**config.mk**
```make
export PLATFORM = sky130hd
export DESIGN_NAME = adg_core
export DESIGN_NICKNAME = d
export VERILOG_FILES = /design/src/core/adg_pkg.sv /design/src/core/adg_regfile.sv /design/src/core/adg_modulus.sv /design/src/core/adg_core.sv
export VERILOG_INCLUDE_DIRS = /design/src /design/src/core
export SDC_FILE = /design/constraint.sdc
export NUM_CORES = 1
export LEC_CHECK = 0
export BUFFER_PORTS_ARGS = -buffer_cell sky130_fd_sc_hd__buf_2
export CAP_MARGIN = 15
export CELL_PAD_IN_SITES_DETAIL_PLACEMENT = 0
export CELL_PAD_IN_SITES_GLOBAL_PLACEMENT = 1
export CORE_MARGIN = 2
export CORE_UTILIZATION = 54
export CTS_CLUSTER_DIAMETER = 120
export DETAILED_ROUTE_END_ITERATION = 8
export PLACE_DENSITY_LB_ADDON = 0.1
export REMOVE_ABC_BUFFERS = 1
export SKIP_LAST_GASP = 1
export SLEW_MARGIN = 20
export SYNTH_ARGS = -nofsm -noshare
export SYNTH_HDL_FRONTEND = slang
export SYNTH_SLANG_ARGS = --single-unit
```
**constraint.sdc**
```tcl
create_clock -name ref_clk -period 23.1 [get_ports ref_clk]
set_clock_uncertainty 0.2 [all_clocks]
set_input_delay 2.31 -clock ref_clk [delete_from_list [all_inputs] [get_ports ref_clk]]
set_output_delay 2.31 -clock ref_clk [all_outputs]
set_load 0.02 [all_outputs]
```
**src/core/adg_regs.svh**
```systemverilog
`ifndef ADG_REGS_SVH
`define ADG_REGS_SVH

// widths of a generator word and of the data memory data bus
`define ADG_WORD_W 14
`define ADG_BUS_W 16
`define ADG_EXT_W 2
`define ADG_SIGN_BIT 13

// register file shape
`define ADG_FILE_DEPTH 4
`define ADG_SEL_W 2
`define ADG_GEN_COUNT 2
`define ADG_FILE_COUNT 3

// generator that owns the bit-reverse output
`define ADG_REV_GEN 0

// modulus arithmetic width
`define ADG_SUM_W 16

// reset values
`define ADG_WORD_RST 14'h0000
`define ADG_BUS_RST 16'h0000
`define ADG_FLAG_RST 1'h0

`endif

```
**src/core/adg_pkg.sv**
```systemverilog
package adg_pkg;
  `include "adg_regs.svh"

  typedef logic [`ADG_WORD_W-1:0] adg_word_t;
  typedef logic [`ADG_BUS_W-1:0] adg_bus_t;
  typedef logic [`ADG_SEL_W-1:0] adg_sel_t;
  typedef logic [`ADG_SUM_W-1:0] adg_sum_t;
  typedef logic [`ADG_FILE_DEPTH*`ADG_WORD_W-1:0] adg_flat_t;

  typedef enum logic [1:0] {
    ADG_FILE_INDEX,
    ADG_FILE_MODIFY,
    ADG_FILE_LENGTH
  } adg_file_e;
endpackage

```
**src/core/adg_regfile.sv**
```systemverilog
`timescale 1ns/1ps
module adg_regfile #(
  parameter int WIDTH = 14,
  parameter int DEPTH = 4,
  parameter int SELW = 2
) (
  // clock and reset
  input wire logic ref_clk,
  input wire logic rst_b,
  // write port a, wins on the same entry
  input wire logic aWrEn,
  input wire logic [SELW-1:0] aWrNum,
  input wire logic [WIDTH-1:0] aWrData,
  // write port b
  input wire logic bWrEn,
  input wire logic [SELW-1:0] bWrNum,
  input wire logic [WIDTH-1:0] bWrData,
  // all entries, straight from the flops
  output logic [DEPTH*WIDTH-1:0] rdFlat
);
  genvar e;
  generate
    for (e = 0; e < DEPTH; e++) begin : gEntry
      logic [WIDTH-1:0] word;
      logic [WIDTH-1:0] next_word;
      always_comb begin
        next_word = word;
        if (aWrEn && (int'(aWrNum) == e)) begin
          next_word = aWrData;
        end else if (bWrEn && (int'(bWrNum) == e)) begin
          next_word = bWrData;
        end
      end
      always_ff @(posedge ref_clk or negedge rst_b) begin
        if (!rst_b) begin
          word <= '0;
        end else begin
          word <= next_word;
        end
      end
      assign rdFlat[e*WIDTH +: WIDTH] = word;
    end
  endgenerate
endmodule

```
**src/core/adg_modulus.sv**
```systemverilog
`timescale 1ns/1ps
`include "adg_regs.svh"
module adg_modulus (
  // current index, step and paired length
  input adg_pkg::adg_word_t idx,
  input adg_pkg::adg_word_t step,
  input adg_pkg::adg_word_t len,
  // updated index
  output adg_pkg::adg_word_t nextIdx
);
  import adg_pkg::*;

  adg_word_t lenM1;
  adg_word_t mask;
  adg_word_t base;
  adg_word_t offs;
  adg_word_t linNext;
  adg_sum_t sumExt;
  adg_sum_t lenExt;
  adg_sum_t wrap;

  assign lenM1 = len - 14'h0001;

  // low n bits of the index, n smallest with len <= 2^n
  genvar i;
  generate
    for (i = 0; i < `ADG_WORD_W; i++) begin : gMask
      assign mask[i] = |lenM1[`ADG_WORD_W-1:i];
    end
  endgenerate

  assign base = idx & ~mask;
  assign offs = idx & mask;
  assign sumExt = {{`ADG_EXT_W{1'h0}}, offs} + {{`ADG_EXT_W{step[`ADG_SIGN_BIT]}}, step};
  assign lenExt = {{`ADG_EXT_W{1'h0}}, len};
  assign linNext = idx + step;

  always_comb begin
    wrap = sumExt;
    if (sumExt[`ADG_SUM_W-1]) begin
      wrap = sumExt + lenExt;
    end else if (sumExt >= lenExt) begin
      wrap = sumExt - lenExt;
    end
  end

  // zero length bypasses the modulus logic
  assign nextIdx = (len == `ADG_WORD_RST) ? linNext : (base | wrap[`ADG_WORD_W-1:0]);
endmodule

```
**src/core/adg_core.sv**
```systemverilog
// Function
// - two generators; first reverses, second reaches program memory
// - each generator: four index, modify, length words
// - indirect address is selected index contents
// - post-modify: index plus modify written back
// - index pairs only with own generator's modify
// - modify words are signed two's complement
// - paired length zero linear, otherwise circular
// - paired length feeds modulus on boundary crossing
// - registers use low 14 data bus bits
// - index and length reads zero upper bits
// - modify reads sign-extend bit 13 upward
// - circular next is wrapped offset plus base
// - reversal mirrors address, bit k from 13-k
// - reversal mode holds until bit cleared
// - written-back index stays in normal order
// - mode bit write or enable instruction sets
// - data memory data bus is 16 bits
`timescale 1ns/1ps
`include "adg_regs.svh"
module adg_core (
  // clock and reset
  input wire logic ref_clk,
  input wire logic rst_b,
  // register access over the data memory data bus
  input wire logic regWrEn,
  input wire logic regRdEn,
  input adg_pkg::adg_file_e regFile,
  input wire logic regGen,
  input adg_pkg::adg_sel_t regNum,
  input adg_pkg::adg_bus_t dmdWrData,
  output adg_pkg::adg_bus_t dmdRdData,
  output logic dmdRdValid,
  // mode status word and reversal instruction
  input wire logic modeWrEn,
  input wire logic modeRevBit,
  input wire logic revEnaInstr,
  output logic revMode,
  // first generator access
  input wire logic g1Req,
  input adg_pkg::adg_sel_t g1IdxSel,
  input adg_pkg::adg_sel_t g1ModSel,
  output adg_pkg::adg_word_t g1DmAddr,
  output logic g1DmValid,
  // second generator access
  input wire logic g2Req,
  input adg_pkg::adg_sel_t g2IdxSel,
  input adg_pkg::adg_sel_t g2ModSel,
  input wire logic g2ToProgram,
  output adg_pkg::adg_word_t g2DmAddr,
  output logic g2DmValid,
  output adg_pkg::adg_word_t g2PmAddr,
  output logic g2PmValid
);
  import adg_pkg::*;

  // pick one word out of a flattened register file
  function automatic adg_word_t pickWord(input adg_flat_t flat, input adg_sel_t sel);
    pickWord = flat[sel*`ADG_WORD_W +: `ADG_WORD_W];
  endfunction

  // per-generator request view
  logic req [0:`ADG_GEN_COUNT-1];
  adg_sel_t idxSel [0:`ADG_GEN_COUNT-1];
  adg_sel_t modSel [0:`ADG_GEN_COUNT-1];

  assign req[0] = g1Req;
  assign req[1] = g2Req;
  assign idxSel[0] = g1IdxSel;
  assign idxSel[1] = g2IdxSel;
  assign modSel[0] = g1ModSel;
  assign modSel[1] = g2ModSel;

  // register file contents, by generator and file kind
  adg_flat_t fileFlat [0:`ADG_GEN_COUNT-1][0:`ADG_FILE_COUNT-1];

  // operands and results of each generator
  adg_word_t curIdx [0:`ADG_GEN_COUNT-1];
  adg_word_t curStep [0:`ADG_GEN_COUNT-1];
  adg_word_t curLen [0:`ADG_GEN_COUNT-1];
  adg_word_t updIdx [0:`ADG_GEN_COUNT-1];

  // first generator's index mirrored about its midpoint
  adg_word_t revIdx;
  genvar k;
  generate
    for (k = 0; k < `ADG_WORD_W; k++) begin : gMirror
      assign revIdx[k] = curIdx[`ADG_REV_GEN][`ADG_WORD_W-1-k];
    end
  endgenerate

  // registered address outputs
  adg_word_t addrOut [0:`ADG_GEN_COUNT-1];
  adg_word_t next_addrOut [0:`ADG_GEN_COUNT-1];
  logic addrValid [0:`ADG_GEN_COUNT-1];
  logic next_addrValid [0:`ADG_GEN_COUNT-1];
  logic pmTarget;
  logic next_pmTarget;

  // mode and read-back state
  logic next_revMode;
  adg_bus_t next_dmdRdData;
  logic next_dmdRdValid;
  adg_word_t rdWord;

  genvar g, f;
  generate
    for (g = 0; g < `ADG_GEN_COUNT; g++) begin : gGen
      for (f = 0; f < `ADG_FILE_COUNT; f++) begin : gFile
        logic busWr;
        logic updWr;

        // bus writes take the low word bits of the data bus
        assign busWr = regWrEn && (int'(regGen) == g) && (int'(regFile) == f);
        // only the index file takes the post-modify result
        assign updWr = req[g] && (f == int'(ADG_FILE_INDEX));

        adg_regfile #(
          .WIDTH(`ADG_WORD_W),
          .DEPTH(`ADG_FILE_DEPTH),
          .SELW(`ADG_SEL_W)
        ) uFile (
          .ref_clk(ref_clk),
          .rst_b(rst_b),
          .aWrEn(busWr),
          .aWrNum(regNum),
          .aWrData(dmdWrData[`ADG_WORD_W-1:0]),
          .bWrEn(updWr),
          .bWrNum(idxSel[g]),
          .bWrData(updIdx[g]),
          .rdFlat(fileFlat[g][f])
        );
      end

      // index and length share the index select, modify stays in its generator
      assign curIdx[g] = pickWord(fileFlat[g][ADG_FILE_INDEX], idxSel[g]);
      assign curStep[g] = pickWord(fileFlat[g][ADG_FILE_MODIFY], modSel[g]);
      assign curLen[g] = pickWord(fileFlat[g][ADG_FILE_LENGTH], idxSel[g]);

      adg_modulus uMod (
        .idx(curIdx[g]),
        .step(curStep[g]),
        .len(curLen[g]),
        .nextIdx(updIdx[g])
      );

      // address is taken before the update, mirrored only on the first generator
      always_comb begin
        next_addrOut[g] = addrOut[g];
        next_addrValid[g] = req[g];
        if (req[g]) begin
          if ((g == `ADG_REV_GEN) && revMode) begin
            next_addrOut[g] = revIdx;
          end else begin
            next_addrOut[g] = curIdx[g];
          end
        end
      end

      // address and index write-back land on the same edge
      always_ff @(posedge ref_clk or negedge rst_b) begin
        if (!rst_b) begin
          addrOut[g] <= `ADG_WORD_RST;
          addrValid[g] <= `ADG_FLAG_RST;
        end else begin
          addrOut[g] <= next_addrOut[g];
          addrValid[g] <= next_addrValid[g];
        end
      end
    end
  endgenerate

  // second generator steers to data or program memory
  always_comb begin
    next_pmTarget = pmTarget;
    if (g2Req) begin
      next_pmTarget = g2ToProgram;
    end
  end

  always_ff @(posedge ref_clk or negedge rst_b) begin
    if (!rst_b) begin
      pmTarget <= `ADG_FLAG_RST;
    end else begin
      pmTarget <= next_pmTarget;
    end
  end

  assign g1DmAddr = addrOut[0];
  assign g1DmValid = addrValid[0];
  assign g2DmAddr = addrOut[1];
  assign g2PmAddr = addrOut[1];
  assign g2DmValid = addrValid[1] && !pmTarget;
  assign g2PmValid = addrValid[1] && pmTarget;

  // reversal mode: instruction set wins over a clearing write
  always_comb begin
    next_revMode = revMode;
    if (modeWrEn) begin
      next_revMode = modeRevBit;
    end
    if (revEnaInstr) begin
      next_revMode = 1'h1;
    end
  end

  always_ff @(posedge ref_clk or negedge rst_b) begin
    if (!rst_b) begin
      revMode <= `ADG_FLAG_RST;
    end else begin
      revMode <= next_revMode;
    end
  end

  // register read-back onto the 16-bit data bus
  adg_word_t rdIdx;
  adg_word_t rdMod;
  adg_word_t rdLen;

  assign rdIdx = pickWord(fileFlat[regGen][ADG_FILE_INDEX], regNum);
  assign rdMod = pickWord(fileFlat[regGen][ADG_FILE_MODIFY], regNum);
  assign rdLen = pickWord(fileFlat[regGen][ADG_FILE_LENGTH], regNum);

  // the unused file code reads as zero
  always_comb begin
    rdWord = `ADG_WORD_RST;
    case (regFile)
      ADG_FILE_INDEX: begin
        rdWord = rdIdx;
      end
      ADG_FILE_MODIFY: begin
        rdWord = rdMod;
      end
      ADG_FILE_LENGTH: begin
        rdWord = rdLen;
      end
      default: begin
        rdWord = `ADG_WORD_RST;
      end
    endcase
  end

  always_comb begin
    next_dmdRdData = dmdRdData;
    next_dmdRdValid = regRdEn;
    if (regRdEn) begin
      if (regFile == ADG_FILE_MODIFY) begin
        next_dmdRdData = {{`ADG_EXT_W{rdWord[`ADG_SIGN_BIT]}}, rdWord};
      end else begin
        next_dmdRdData = {{`ADG_EXT_W{1'h0}}, rdWord};
      end
    end
  end

  always_ff @(posedge ref_clk or negedge rst_b) begin
    if (!rst_b) begin
      dmdRdData <= `ADG_BUS_RST;
      dmdRdValid <= `ADG_FLAG_RST;
    end else begin
      dmdRdData <= next_dmdRdData;
      dmdRdValid <= next_dmdRdValid;
    end
  end
endmodule

```
# Yosys cells after proc, flatten, opt, wreduce, memory -nomap -nowiden
# Cells that the tools add are included.
# totals
word_cells	197
in_bits	39
ff_bits	385
out_inout_bits	63
# op_classes
n_mul	5
bitwise	10
reduce_logical	85
n_mux	30
eq_ne	13
shift	9
n_addsub	10
order_cmp	3
# ops
op	n
$mux W168	3
$shiftx A56 B7 Y14	9
$mux W14	23
$add A14 B14 Y14	4
$and A14 B14 Y14	4
$logic_and A1 B1 Y1	42
$pmux W14 S3	1
$add A15 B14 Y16	2
$ge A16 B14 Y1	2
$logic_not A14 Y1	2
$not A14 Y14	2
$or A14 B14 Y14	2
$reduce_or A14 Y1	2
$sub A14 B1 Y14 const B	2
$sub A14 B14 Y14	2
$reduce_or A13 Y1	2
$mul A2 B3 Y5 const B	5
$reduce_or A12 Y1	2
$reduce_or A11 Y1	2
$reduce_or A10 Y1	2
$eq A2 B2 Y1 const B	9
$reduce_bool A2 Y1	9
$reduce_or A9 Y1	2
$mux W16	1
14 further kinds	29

# Longest topological paths before layout
# Gate-level depths: netlist (run 1).
# logic_depth
ltp_word	13
ltp_mapped	34
depth_no_buf	30

# Modules after synthesis
# From an unflattened synthesis (run 1), not the netlist that was laid out.
# unflattened
cells_unflattened	3459
hier_area_um2	30161.4
# modules_own_cells
mod	cells_per_inst	seq_area_each_um2	area_each_um2	instances
adg_regfile	313	1401.3	2598.7	6
adg_core	590	1201.2	7553.5	1
adg_modulus (gGen[1].uMod)	496	0.0	3534.6	1
adg_modulus (gGen[0].uMod)	495	0.0	3480.8	1

# Least setup slack after synthesis (run 1)
# OpenSTA, ideal clock, no wires.
# synth_timing
kind	in2reg
start	input g1IdxSel[0]
end	register gGen[0].gFile[0].uFile.gEntry[0].word[7]
setup_time_ns	0.083
path_buffers	5
arrival_time_ns	9.236
slack_ns	13.581
cell_stages	33
t_required_ns	22.817
path_cell_list	buf_4 mux4_2 inv_1 ha_1 inv_1 nor2_1 nand4_1 a2111oi_0 and4_1 buf_2 o2111a_2 a21boi_0 ha_1 inv_1 fa_1 nor2b_1 o31a_1 o41ai_1 nand2_1 xor2_1 ha_1 clkbuf_1 nand4_1 or2_2 o22ai_1 o41ai_1 and2_1 clkbuf_1 clkbuf_1 nand2_1 a32oi_1 mux2i_1 o21ai_0
# synth_between
elab_chain_cells	13
word_cells_on_any_way	35
cone_classes	add/sub: 5; mul: 1; order compare: 1; shift: 2; mux: 5; bitwise: 4; reduce/logical: 17
# synth_rtl
item	line	rtl
start: declaration	adg_core.sv:41	input adg_pkg::adg_sel_t g1IdxSel,
$mul A2 B3 Y5 (no source line)	n/a	
$shiftx A56 B7 Y14	adg_core.sv:59	pickWord = flat[sel*`ADG_WORD_W +: `ADG_WORD_W];
$sub A14 B1 Y14	adg_modulus.sv:22	assign lenM1 = len - 14'h0001;
$reduce_or A14 Y1, or another cell as far along	adg_modulus.sv:28	assign mask[i] = |lenM1[`ADG_WORD_W-1:i];
$and A14 B14 Y14	adg_modulus.sv:33	assign offs = idx & mask;
$add A15 B14 Y16	adg_modulus.sv:34	assign sumExt = {{`ADG_EXT_W{1'h0}}, offs} + {{`ADG_EXT_W{step[`ADG_SIGN_BIT]}}, step};
$sub A14 B14 Y14 / $ge A16 B14 Y1 (equally long branches)	adg_modulus.sv:43, adg_modulus.sv:42	
$mux W14	adg_modulus.sv:42	end else if (sumExt >= lenExt) begin
$mux W14	adg_modulus.sv:40	if (sumExt[`ADG_SUM_W-1]) begin
$or A14 B14 Y14	adg_modulus.sv:48	assign nextIdx = (len == `ADG_WORD_RST) ? linNext : (base | wrap[`ADG_WORD_W-1:0]);
$mux W14	adg_modulus.sv:48	
$mux W14	adg_regfile.sv:30	end else if (bWrEn && (int'(bWrNum) == e)) begin
$mux W14	adg_regfile.sv:28	if (aWrEn && (int'(aWrNum) == e)) begin
end signal: assignment	adg_regfile.sv:38	word <= next_word;
end: declaration	adg_regfile.sv:24	logic [WIDTH-1:0] word;
# Several ways; a longest one is shown, not always the timed one. The select of a mux whose other input is x is not followed.
# A chain may end at the register's enable or synchronous reset.

# Worst setup path after layout (run 1)
# layout_timing
start	input g1IdxSel[0]
end	register gGen[0].gFile[0].uFile.gEntry[1].word[12]
# layout_between
elab_chain_cells	13
word_cells_on_any_way	35
cone_classes	add/sub: 5; mul: 1; order compare: 1; eq/ne: 1; shift: 2; mux: 5; bitwise: 4; reduce/logical: 16
# layout_rtl
item	line
$mul A2 B3 Y5 (no source line)	n/a
$shiftx A56 B7 Y14	adg_core.sv:59
$sub A14 B1 Y14	adg_modulus.sv:22
$reduce_or A14 Y1, or another cell as far along	adg_modulus.sv:28
$and A14 B14 Y14	adg_modulus.sv:33
$add A15 B14 Y16	adg_modulus.sv:34
$sub A14 B14 Y14 / $ge A16 B14 Y1 (equally long branches)	adg_modulus.sv:43, adg_modulus.sv:42
$mux W14	adg_modulus.sv:42
$mux W14	adg_modulus.sv:40
$or A14 B14 Y14	adg_modulus.sv:48
$mux W14	adg_modulus.sv:48
$mux W14	adg_regfile.sv:30
$mux W14	adg_regfile.sv:28
end signal: assignment	adg_regfile.sv:38
end: declaration	adg_regfile.sv:24
# Several ways; a longest one is shown, not always the timed one. The select of a mux whose other input is x is not followed.

==> summary.md, run 1 <==
| Metric | Value |
|---|---|
| Top cells by area, synth | `sky130_fd_sc_hd__dfrtp_1 (35%), sky130_fd_sc_hd__mux2_2 (10%), sky130_fd_sc_hd__mux4_2 (7.0%), sky130_fd_sc_hd__ha_1 (5.3%), sky130_fd_sc_hd__a21oi_1 (4.4%)` |
| Pre-CTS setup slack | `11190 ps` |
| Number of top-level pins | `102` |
| Startpoint of the worst register-to-register path | `gGen[0].gFile[2].uFile.gEntry[2].word[1]$_DFFE_PN0P_` |
| Highest attainable clock frequency | `84.49 MHz` |
| Post-Syn Area | `27830 um^2` |
| Worst Hold End | `dmdRdData[7]$_DFFE_PN0P_` |
| Number of flops mapped to enable cells by yosys | `0` |
| Chip Width | `231.0 um` |
| Cell Count Post-Placement | `3544` |
| Setup fix buffers added after clock tree synthesis | `0` |
| Crit path capture type | `flop` |
| CTS Buf Count | `44` |
| Placement row count | `83` |
| Type of the most critical hold path | `flop to flop` |
| Layout area overhead | `8.093%` |
| Final Cycle Share | `51.24%` |
| Area of the core region | `51090 um^2` |
| # DRC | `0` |
| Fraction of final layout cells with drive strength greater than 1 | `20.44%` |
| Number of distinct library cells after synthesis | `87` |
| Max-Slew Margin vs Limit | `19.89%` |
| Number of filler cells placed in the layout | `4499` |
| Least-Margin Pin Slew | `1199 ps` |
| Power density normalized to cell area | `144.1 nW/um^2` |
| Non-Filler Instances | `3622` |
| Clock tree from TritonCTS | `done` |
| Largest fanout on the critical path | `23` |
| Post-synthesis register bit count | `384` |
| 1st-iter DRT viols | `2855` |
| Worst R2R Setup Slack | `13680 ps` |
| Remaining antenna violation count | `0` |
| Sum of overflow across all layers after global routing | `0` |
| Type of the worst setup path | `input pin to flop` |
| Die Area | `53370 um^2` |
| Slowest-stage cell, CP | `sky130_fd_sc_hd__o41ai_1` |
| Area taken by multi-input logic gates | `16930 um^2` |
| GRT Util Overall | `37.13%` |
| Initial antenna violation count | `3` |
| First-pass GRT wire length | `149400 um` |
| Max H-tree Level | `2` |
| Total number of clock tree sinks | `384` |
| Most frequently used flop master after synthesis | `sky130_fd_sc_hd__dfrtp_1` |
| Hold-fix buffers at CTS | `0` |
| Pin count of the biggest net entering global routing | `107` |
| Number of buffers added on ports | `99` |
| CP max stage delay | `810 ps` |
| Library cell with the largest summed area after synthesis | `sky130_fd_sc_hd__dfrtp_1` |
| Min-delay src | `dmdRdData[7]$_DFFE_PN0P_` |
| Via-per-instance ratio | `6.853` |
| Max-slew violation count | `0` |
| Async set-reset flop share out of synthesis | `100.0%` |
| Startpoint class of the critical path | `input pin` |
| Run status | `completed` |
| Number of buffers between clock root and the deepest sink | `3` |
| Number of warning messages in the yosys log | `0` |
| Number of endpoints failing setup at the final stage | `0` |
| Clock network latency to the later pin of the worst-skew pair | `580 ps` |
| Clock-pin slew on the worst setup and hold paths | `60 ps` |
| Hold Violations, Final | `0` |
| Setup TNS | `0 ps` |
| Data arrival time of the critical path | `12130 ps` |
| Required @ worst endpoint | `23390 ps` |
| Hold Slack | `317.0 ps` |
| Shortest period the worst path allows | `11840 ps` |
| Syn Area/Cell | `9.443 um^2` |
| Initial Util | `54.46%` |
| Final worst setup slack | `11260 ps` |
| Die Y-Extent | `231.0 um` |
| Depth of the most critical reg-to-reg path | `29` |
| Root buffer selected by CTS | `sky130_fd_sc_hd__clkbuf_16` |
| Post_cts resized | `0` |
| Final Net Count | `3075` |
| Footprint of the flip-flops and latches | `9609 um^2` |
| Synth Instances | `2947` |
| Number of global-route vias before repair | `23810` |
| DPL Wire Length | `72710 um` |
| Share of synthesized area occupied by flip-flops and latches | `34.53%` |
| First-pass DRT Iterations | `7` |
| RSZ-0062 raised after global routing | `false` |
| Total via count in the routed design | `24820` |
| # Max-Cap Violations | `0` |
| Cell depth of the worst min-delay path | `2` |
| Capture instance of the worst register-to-register path | `gGen[0].gFile[0].uFile.gEntry[1].word[12]$_DFFE_PN0P_` |
| Share of the synthesized area in the top cell type | `34.53%` |
| WL per Instance | `27.54 um` |
| Static Leakage | `12.88 nW` |
| IR drop worst, VDD | `92.23 uV` |
| GPL Wtd Cong | `0.9718` |
| Final WL | `99760 um` |
## state kept, by name, summed over array words and instances (netlist names)
register                      cells
addrValid                         1
dmdRdData                        15
dmdRdValid                        1
g1DmAddr                         14
g1DmValid                         1
g2DmAddr                         14
gGen.gFile.uFile.gEntry.word    336
pmTarget                          1
revMode                           1
## placed cells by master, fill, tap and decap left out, types with 14 or more instances in the layout
| cell | n |
|---|---|
| sky130_fd_sc_hd__a22oi_1 | 98 |
| sky130_fd_sc_hd__nand2_1 | 228 |
| sky130_fd_sc_hd__ha_1 | 115 |
| sky130_fd_sc_hd__a211oi_1 | 33 |
| sky130_fd_sc_hd__dfrtp_1 | 384 |
| sky130_fd_sc_hd__or2_2 | 22 |
| sky130_fd_sc_hd__a21oi_1 | 242 |
| sky130_fd_sc_hd__buf_2 | 97 |
| sky130_fd_sc_hd__nor2_1 | 198 |
| sky130_fd_sc_hd__nor2b_1 | 37 |
| sky130_fd_sc_hd__o21ai_0 | 189 |
| sky130_fd_sc_hd__mux2_2 | 251 |
| sky130_fd_sc_hd__nand3_1 | 54 |
| sky130_fd_sc_hd__o21a_1 | 31 |
| sky130_fd_sc_hd__buf_4 | 48 |
| sky130_fd_sc_hd__a21o_1 | 28 |
| sky130_fd_sc_hd__clkbuf_16 | 45 |
| sky130_fd_sc_hd__and3_1 | 27 |
| sky130_fd_sc_hd__mux2i_1 | 38 |
| sky130_fd_sc_hd__o22ai_1 | 20 |
| sky130_fd_sc_hd__a31oi_1 | 50 |
| sky130_fd_sc_hd__o211ai_1 | 55 |
| sky130_fd_sc_hd__nand2b_1 | 20 |
| sky130_fd_sc_hd__mux4_2 | 87 |
| sky130_fd_sc_hd__and2_1 | 15 |
| sky130_fd_sc_hd__nor3_1 | 39 |
| sky130_fd_sc_hd__or3_1 | 42 |
| sky130_fd_sc_hd__a221oi_1 | 16 |
| sky130_fd_sc_hd__nand4_1 | 14 |
| sky130_fd_sc_hd__inv_1 | 103 |
| sky130_fd_sc_hd__o31ai_1 | 18 |
| sky130_fd_sc_hd__xnor2_1 | 48 |
| sky130_fd_sc_hd__xor2_1 | 22 |
## per-stage QoR
step / util [%] / power [mW] / cell area [um^2]
CTS: 58.85 / 4.275 / 30070
global placement: 56.03 / 3.509 / 28630
global route: 58.87 / 4.599 / 30080
finish: 58.87 / 4.334 / 30080
floorplan: - / 2.789 / 26860
detailed placement: 56.05 / 3.555 / 28640
## cell usage after synthesis (all sizes together) (20+ instances only)
| master | instances |
|---|---|
| inv | 103 |
| and3 | 28 |
| dfrtp | 384 |
| o21ai | 197 |
| a31oi | 50 |
| mux2 | 251 |
| xnor2 | 48 |
| buf | 58 |
| xor2 | 22 |
| nor2 | 200 |
| nand3 | 54 |
| ha | 118 |
| o21a | 31 |
| nand2b | 21 |
| or2 | 22 |
| nor3 | 40 |
| nor2b | 37 |
| o22ai | 20 |
| mux4 | 87 |
| clkbuf | 172 |
| a21o | 29 |
| or3 | 42 |
| o211ai | 55 |
| mux2i | 38 |
| a21oi | 242 |
| a22oi | 98 |
| a211oi | 34 |
| nand2 | 229 |
## area by class of cell
class	instances	share of cell area, %
multi-input combinational	2230	56.27
timing repair buffer	147	2.899
sequential	384	31.95
clock buffer	64	4.280
tap	680	2.829
inverter	103	1.285
antenna	1	0.008319
clock inverter	13	0.4825
## report_power, final
part	internal [mW]	switching [mW]
Combinational	0.986	1.60
Sequential	0.870	0.166
Clock	0.418	0.290
## kinds of logic (layout without fill, tap and decap cells)
group,count (synthesis),count (layout),synth area share [%]
adder cells (fa/ha/maj),126,126,5.881
buffers and inverters,333,327,4.865
AO/OA/AOI/OAI,910,910,20.96
multiplexers,376,376,18.56
other,0,1,0
XOR/XNOR,70,70,2.203
AND/OR/NAND/NOR,748,748,12.99
flip-flops,384,384,34.53
## critical path: cells and delay by family
family	cells	cell delay (ps)
xor+xnor	1	230
fa+ha+maj	4	1160
compound gates	10	3720
buf+inv	6	1510
mux	1	670
simple gates	9	2450
## worst max path at each step
stage | from | end | slack [ps] | depth (start not counted)
6_report | g1IdxSel[0] | gGen[0].gFile[0].uFile.gEntry[1].word[12]$_DFFE_PN0P_ | 11260 | 31
5_1_grt | g1IdxSel[0] | gGen[0].gFile[0].uFile.gEntry[1].word[12]$_DFFE_PN0P_ | 10650 | 31
4_1_cts | g1IdxSel[0] | gGen[0].gFile[0].uFile.gEntry[2].word[12]$_DFFE_PN0P_ | 11740 | 31
3_5_place_dp | g1IdxSel[0] | gGen[0].gFile[0].uFile.gEntry[2].word[12]$_DFFE_PN0P_ | 11190 | 31
3_3_place_gp | g1IdxSel[0] | gGen[0].gFile[0].uFile.gEntry[3].word[12]$_DFFE_PN0P_ | 11080 | 31
2_1_floorplan | g1IdxSel[0] | gGen[0].gFile[0].uFile.gEntry[0].word[9]$_DFFE_PN0P_ | 13950 | 29
## layer usage
metal	wire length, um	track usage (%)	up-vias
li1	-	-	10890
met1	43080	54.13	12380
met2	43750	55.72	1361
met3	9846	7.136	187
met4	3064	11.94	2
met5	14	0	-
Note: power is estimated with default switching activity, not from simulation.
==> run 2, diff against run 1 <==
--- a/config.mk
+++ b/config.mk
@@ -11,7 +11,7 @@
 export CELL_PAD_IN_SITES_DETAIL_PLACEMENT = 0
 export CELL_PAD_IN_SITES_GLOBAL_PLACEMENT = 1
 export CORE_MARGIN = 2
-export CORE_UTILIZATION = 54
+export CORE_UTILIZATION = 50
 export CTS_CLUSTER_DIAMETER = 120
 export DETAILED_ROUTE_END_ITERATION = 8
 export PLACE_DENSITY_LB_ADDON = 0.1
==> constraint.sdc (replaced) <==
create_clock -name ref_clk -period 11.1 [get_ports ref_clk]
set_clock_uncertainty 0.2 [all_clocks]
set_input_delay 1.11 -clock ref_clk [delete_from_list [all_inputs] [get_ports ref_clk]]
set_output_delay 1.11 -clock ref_clk [all_outputs]
set_load 0.02 [all_outputs]
==> summary.md, run 2 (same netlist as run 1, synthesis figures left out) <==
| Metric | Value |
|---|---|
| Most frequent standard cell in the layout excluding fill and tap cells | `sky130_fd_sc_hd__dfrtp_1` |
| First-pass DRT Iterations | `7 (unchanged)` |
| Type of the worst setup path | `input pin to flop` |
| Clock tree from TritonCTS | `done` |
| # DRC | `0 (unchanged)` |
| RSZ-0062 raised after global routing | `false` |
| Max reg flops | `336 (unchanged)` |
| Total via count in the routed design | `24600 (-0.90%)` |
| Type of the most critical hold path | `input pin to async pin` |
| Final WL | `101700 um (+2.0%)` |
| IR drop worst, VDD | `149.6 uV (+62%)` |
| CP max stage delay | `750 ps (-60 ps)` |
| Clock-pin slew on the worst setup and hold paths | `60 ps (about the same)` |
| First-pass GRT wire length | `151100 um (+1.1%)` |
| Non-Filler Instances | `3696 (+2.0%)` |
| CTS Buf Count | `46 (+4.5%)` |
| Max-slew violation count | `0 (unchanged)` |
| Max-Slew Margin vs Limit | `21.35% (+1.5 points)` |
| Worst R2R Setup Slack | `2120 ps (-11560 ps)` |
| Initial antenna violation count | `3 (unchanged)` |
| Static Leakage | `12.96 nW (+0.61%)` |
| Commonest cells after routing, fill and taps aside | `sky130_fd_sc_hd__dfrtp_1 (384), sky130_fd_sc_hd__mux2_2 (251), sky130_fd_sc_hd__a21oi_1 (242)` |
| Clock network latency to the later pin of the worst-skew pair | `600 ps (+20 ps)` |
| Via-per-instance ratio | `6.655 (-2.9%)` |
| Total number of clock tree sinks | `384 (unchanged)` |
| GPL Wtd Cong | `0.9467 (-2.6%)` |
| Max H-tree Level | `2 (unchanged)` |
| Data arrival time of the critical path | `10040 ps (-2090 ps)` |
| Startpoint class of the critical path | `input pin` |
| Number of top-level pins | `102 (unchanged)` |
| Cell family with the largest share of critical-path delay | `compound AO/OA/AOI/OAI gates` |
| Die Y-Extent | `239.9 um (+3.9%)` |
| Final Cycle Share | `87.62%` |
| Area taken by multi-input logic gates | `16930 um^2 (about the same)` |
| Largest registers | `gGen.gFile.uFile.gEntry.word: 336 flops, dmdRdData: 15 flops` |
| Number of endpoints failing setup at the final stage | `0 (unchanged)` |
| GRT Util Overall | `35.15% (-2.0 points)` |
| Library cell appearing most often on the critical path | `sky130_fd_sc_hd__a21oi_1` |
| Die Area | `57560 um^2 (+7.9%)` |
| Shortest period the worst path allows | `9726 ps` |
| Remaining antenna violation count | `0 (unchanged)` |
| Hold Violations, Final | `0 (unchanged)` |
| 1st-iter DRT viols | `2729 (-4.4%)` |
| Placement row count | `86 (+3.6%)` |
| Post_cts resized | `0 (unchanged)` |
| Cell Count Post-Placement | `3611 (+1.9%)` |
| Initial Util | `50.51% (-4.0 points)` |
| Number of global-route vias before repair | `23410 (-1.7%)` |
| Fraction of final layout cells with drive strength greater than 1 | `20.55% (+0.12 points)` |
| Largest register by flop count | `gGen.gFile.uFile.gEntry.word` |
| Hold Slack | `314.3 ps (-2.739 ps)` |
| Area of the core region | `55090 um^2 (+7.8%)` |
| Buffer and inverter count on the worst path | `3 (-3)` |
| Required @ worst endpoint | `11410 ps (-11980 ps)` |
| Hold-fix buffers at CTS | `0 (unchanged)` |
| Highest attainable clock frequency | `102.8 MHz` |
| Footprint of the flip-flops and latches | `9609 um^2 (unchanged)` |
| WL per Instance | `27.53 um (about the same)` |
| Chip Width | `239.9 um (+3.9%)` |
| Number of buffers between clock root and the deepest sink | `3 (unchanged)` |
| Least-Margin Pin Slew | `1177 ps (-21.78 ps)` |
| Number of buffers added on ports | `99 (unchanged)` |
| Slowest-stage cell, CP | `sky130_fd_sc_hd__mux4_2` |
| Crit path capture type | `flop` |
| Final Net Count | `3076 (+0.033%)` |
| Setup fix buffers added after clock tree synthesis | `0 (unchanged)` |
| # Max-Cap Violations | `0 (unchanged)` |
| Number of filler cells placed in the layout | `4999 (+11%)` |
| Run status | `completed` |
| Setup TNS | `0 ps (unchanged)` |
| Largest fanout on the critical path | `23 (unchanged)` |
| Root buffer selected by CTS | `sky130_fd_sc_hd__clkbuf_16` |
| Layout area overhead | `9.024%` |
| Sum of overflow across all layers after global routing | `0 (unchanged)` |
| DPL Wire Length | `74530 um (+2.5%)` |
| Pin count of the biggest net entering global routing | `99 (-7.5%)` |
| Power density normalized to cell area | `303.2 nW/um^2 (+110%)` |
run 2: cell count changes in the layout (fill, tap and decap cells not counted), sizes merged:
cell / delta
bufinv: +4
clkinvlp: -1
clkbuf: -2
inv: +2
clkinv: +1
diode: +3
buf: -1
run 2: worst paths after layout:
path	start	end	cells after the start
worst max-delay path	g1IdxSel[0]	gGen[0].gFile[0].uFile.gEntry[3].word[12]$_DFFE_PN0P_	27
worst min-delay path	rst_b	revMode$_DFFE_PN0P_	1
worst min register to register	dmdRdData[13]$_DFFE_PN0P_	dmdRdData[13]$_DFFE_PN0P_	2
max in group asynchronous	rst_b	gGen[1].gFile[2].uFile.gEntry[2].word[2]$_DFFE_PN0P_	3
worst max register to register	gGen[0].gFile[2].uFile.gEntry[2].word[1]$_DFFE_PN0P_	gGen[0].gFile[0].uFile.gEntry[3].word[12]$_DFFE_PN0P_	28
min in group ref_clk	dmdRdData[13]$_DFFE_PN0P_	dmdRdData[13]$_DFFE_PN0P_	2
run 2: stage by stage:
step                      setup WS (ps)  total power, mW  instance area [um^2]  util [%]
final                              1374            9.200                 30340     55.07
after global placement             1148            7.375                 28710     52.11
after CTS                          1565            9.101                 30320     55.03
after floorplan                    3146            5.805                 26860         -
after global routing              758.4            9.778                 30330     55.06
after detailed placement          998.7            7.439                 28710     52.11
run 2: worst register-to-register path: cells and delay by family (launching register included):
family / cells / cell delay, ps
xor+xnor: 1 / 160
buf+inv: 3 / 500
simple gates: 8 / 2250
flops: 1 / 410
fa+ha+maj: 3 / 960
mux: 1 / 570
compound gates: 12 / 3850
run 2: layout make-up:
| cell class | count | share of cell area [%] |
|---|---|---|
| Tap cell | 748 | 3.085 |
| Clock buffer | 62 | 4.326 |
| Clock inverter | 19 | 0.9609 |
| Antenna cell | 4 | 0.03299 |
| Sequential cell | 384 | 31.67 |
| Inverter | 103 | 1.274 |
| Multi-Input combinational cell | 2230 | 55.80 |
| Timing Repair Buffer | 146 | 2.850 |
run 2: metal layers:
metal	GRT usage [%]	wire [um]	vias up
li1	-	-	10890
met1	51.46	45270	12290
met2	51.85	43880	1215
met3	7.141	9282	199
met4	11.74	3306	0
met5	0	0	-
run 2: report_power, final:
group / total (mW) / switching [mW] / internal, mW
Clock: 1.63 / 0.635 / 0.991
Combinational: 5.42 / 3.35 / 2.07
Sequential: 2.16 / 0.348 / 1.81
Total: 9.20 / 4.33 / 4.87
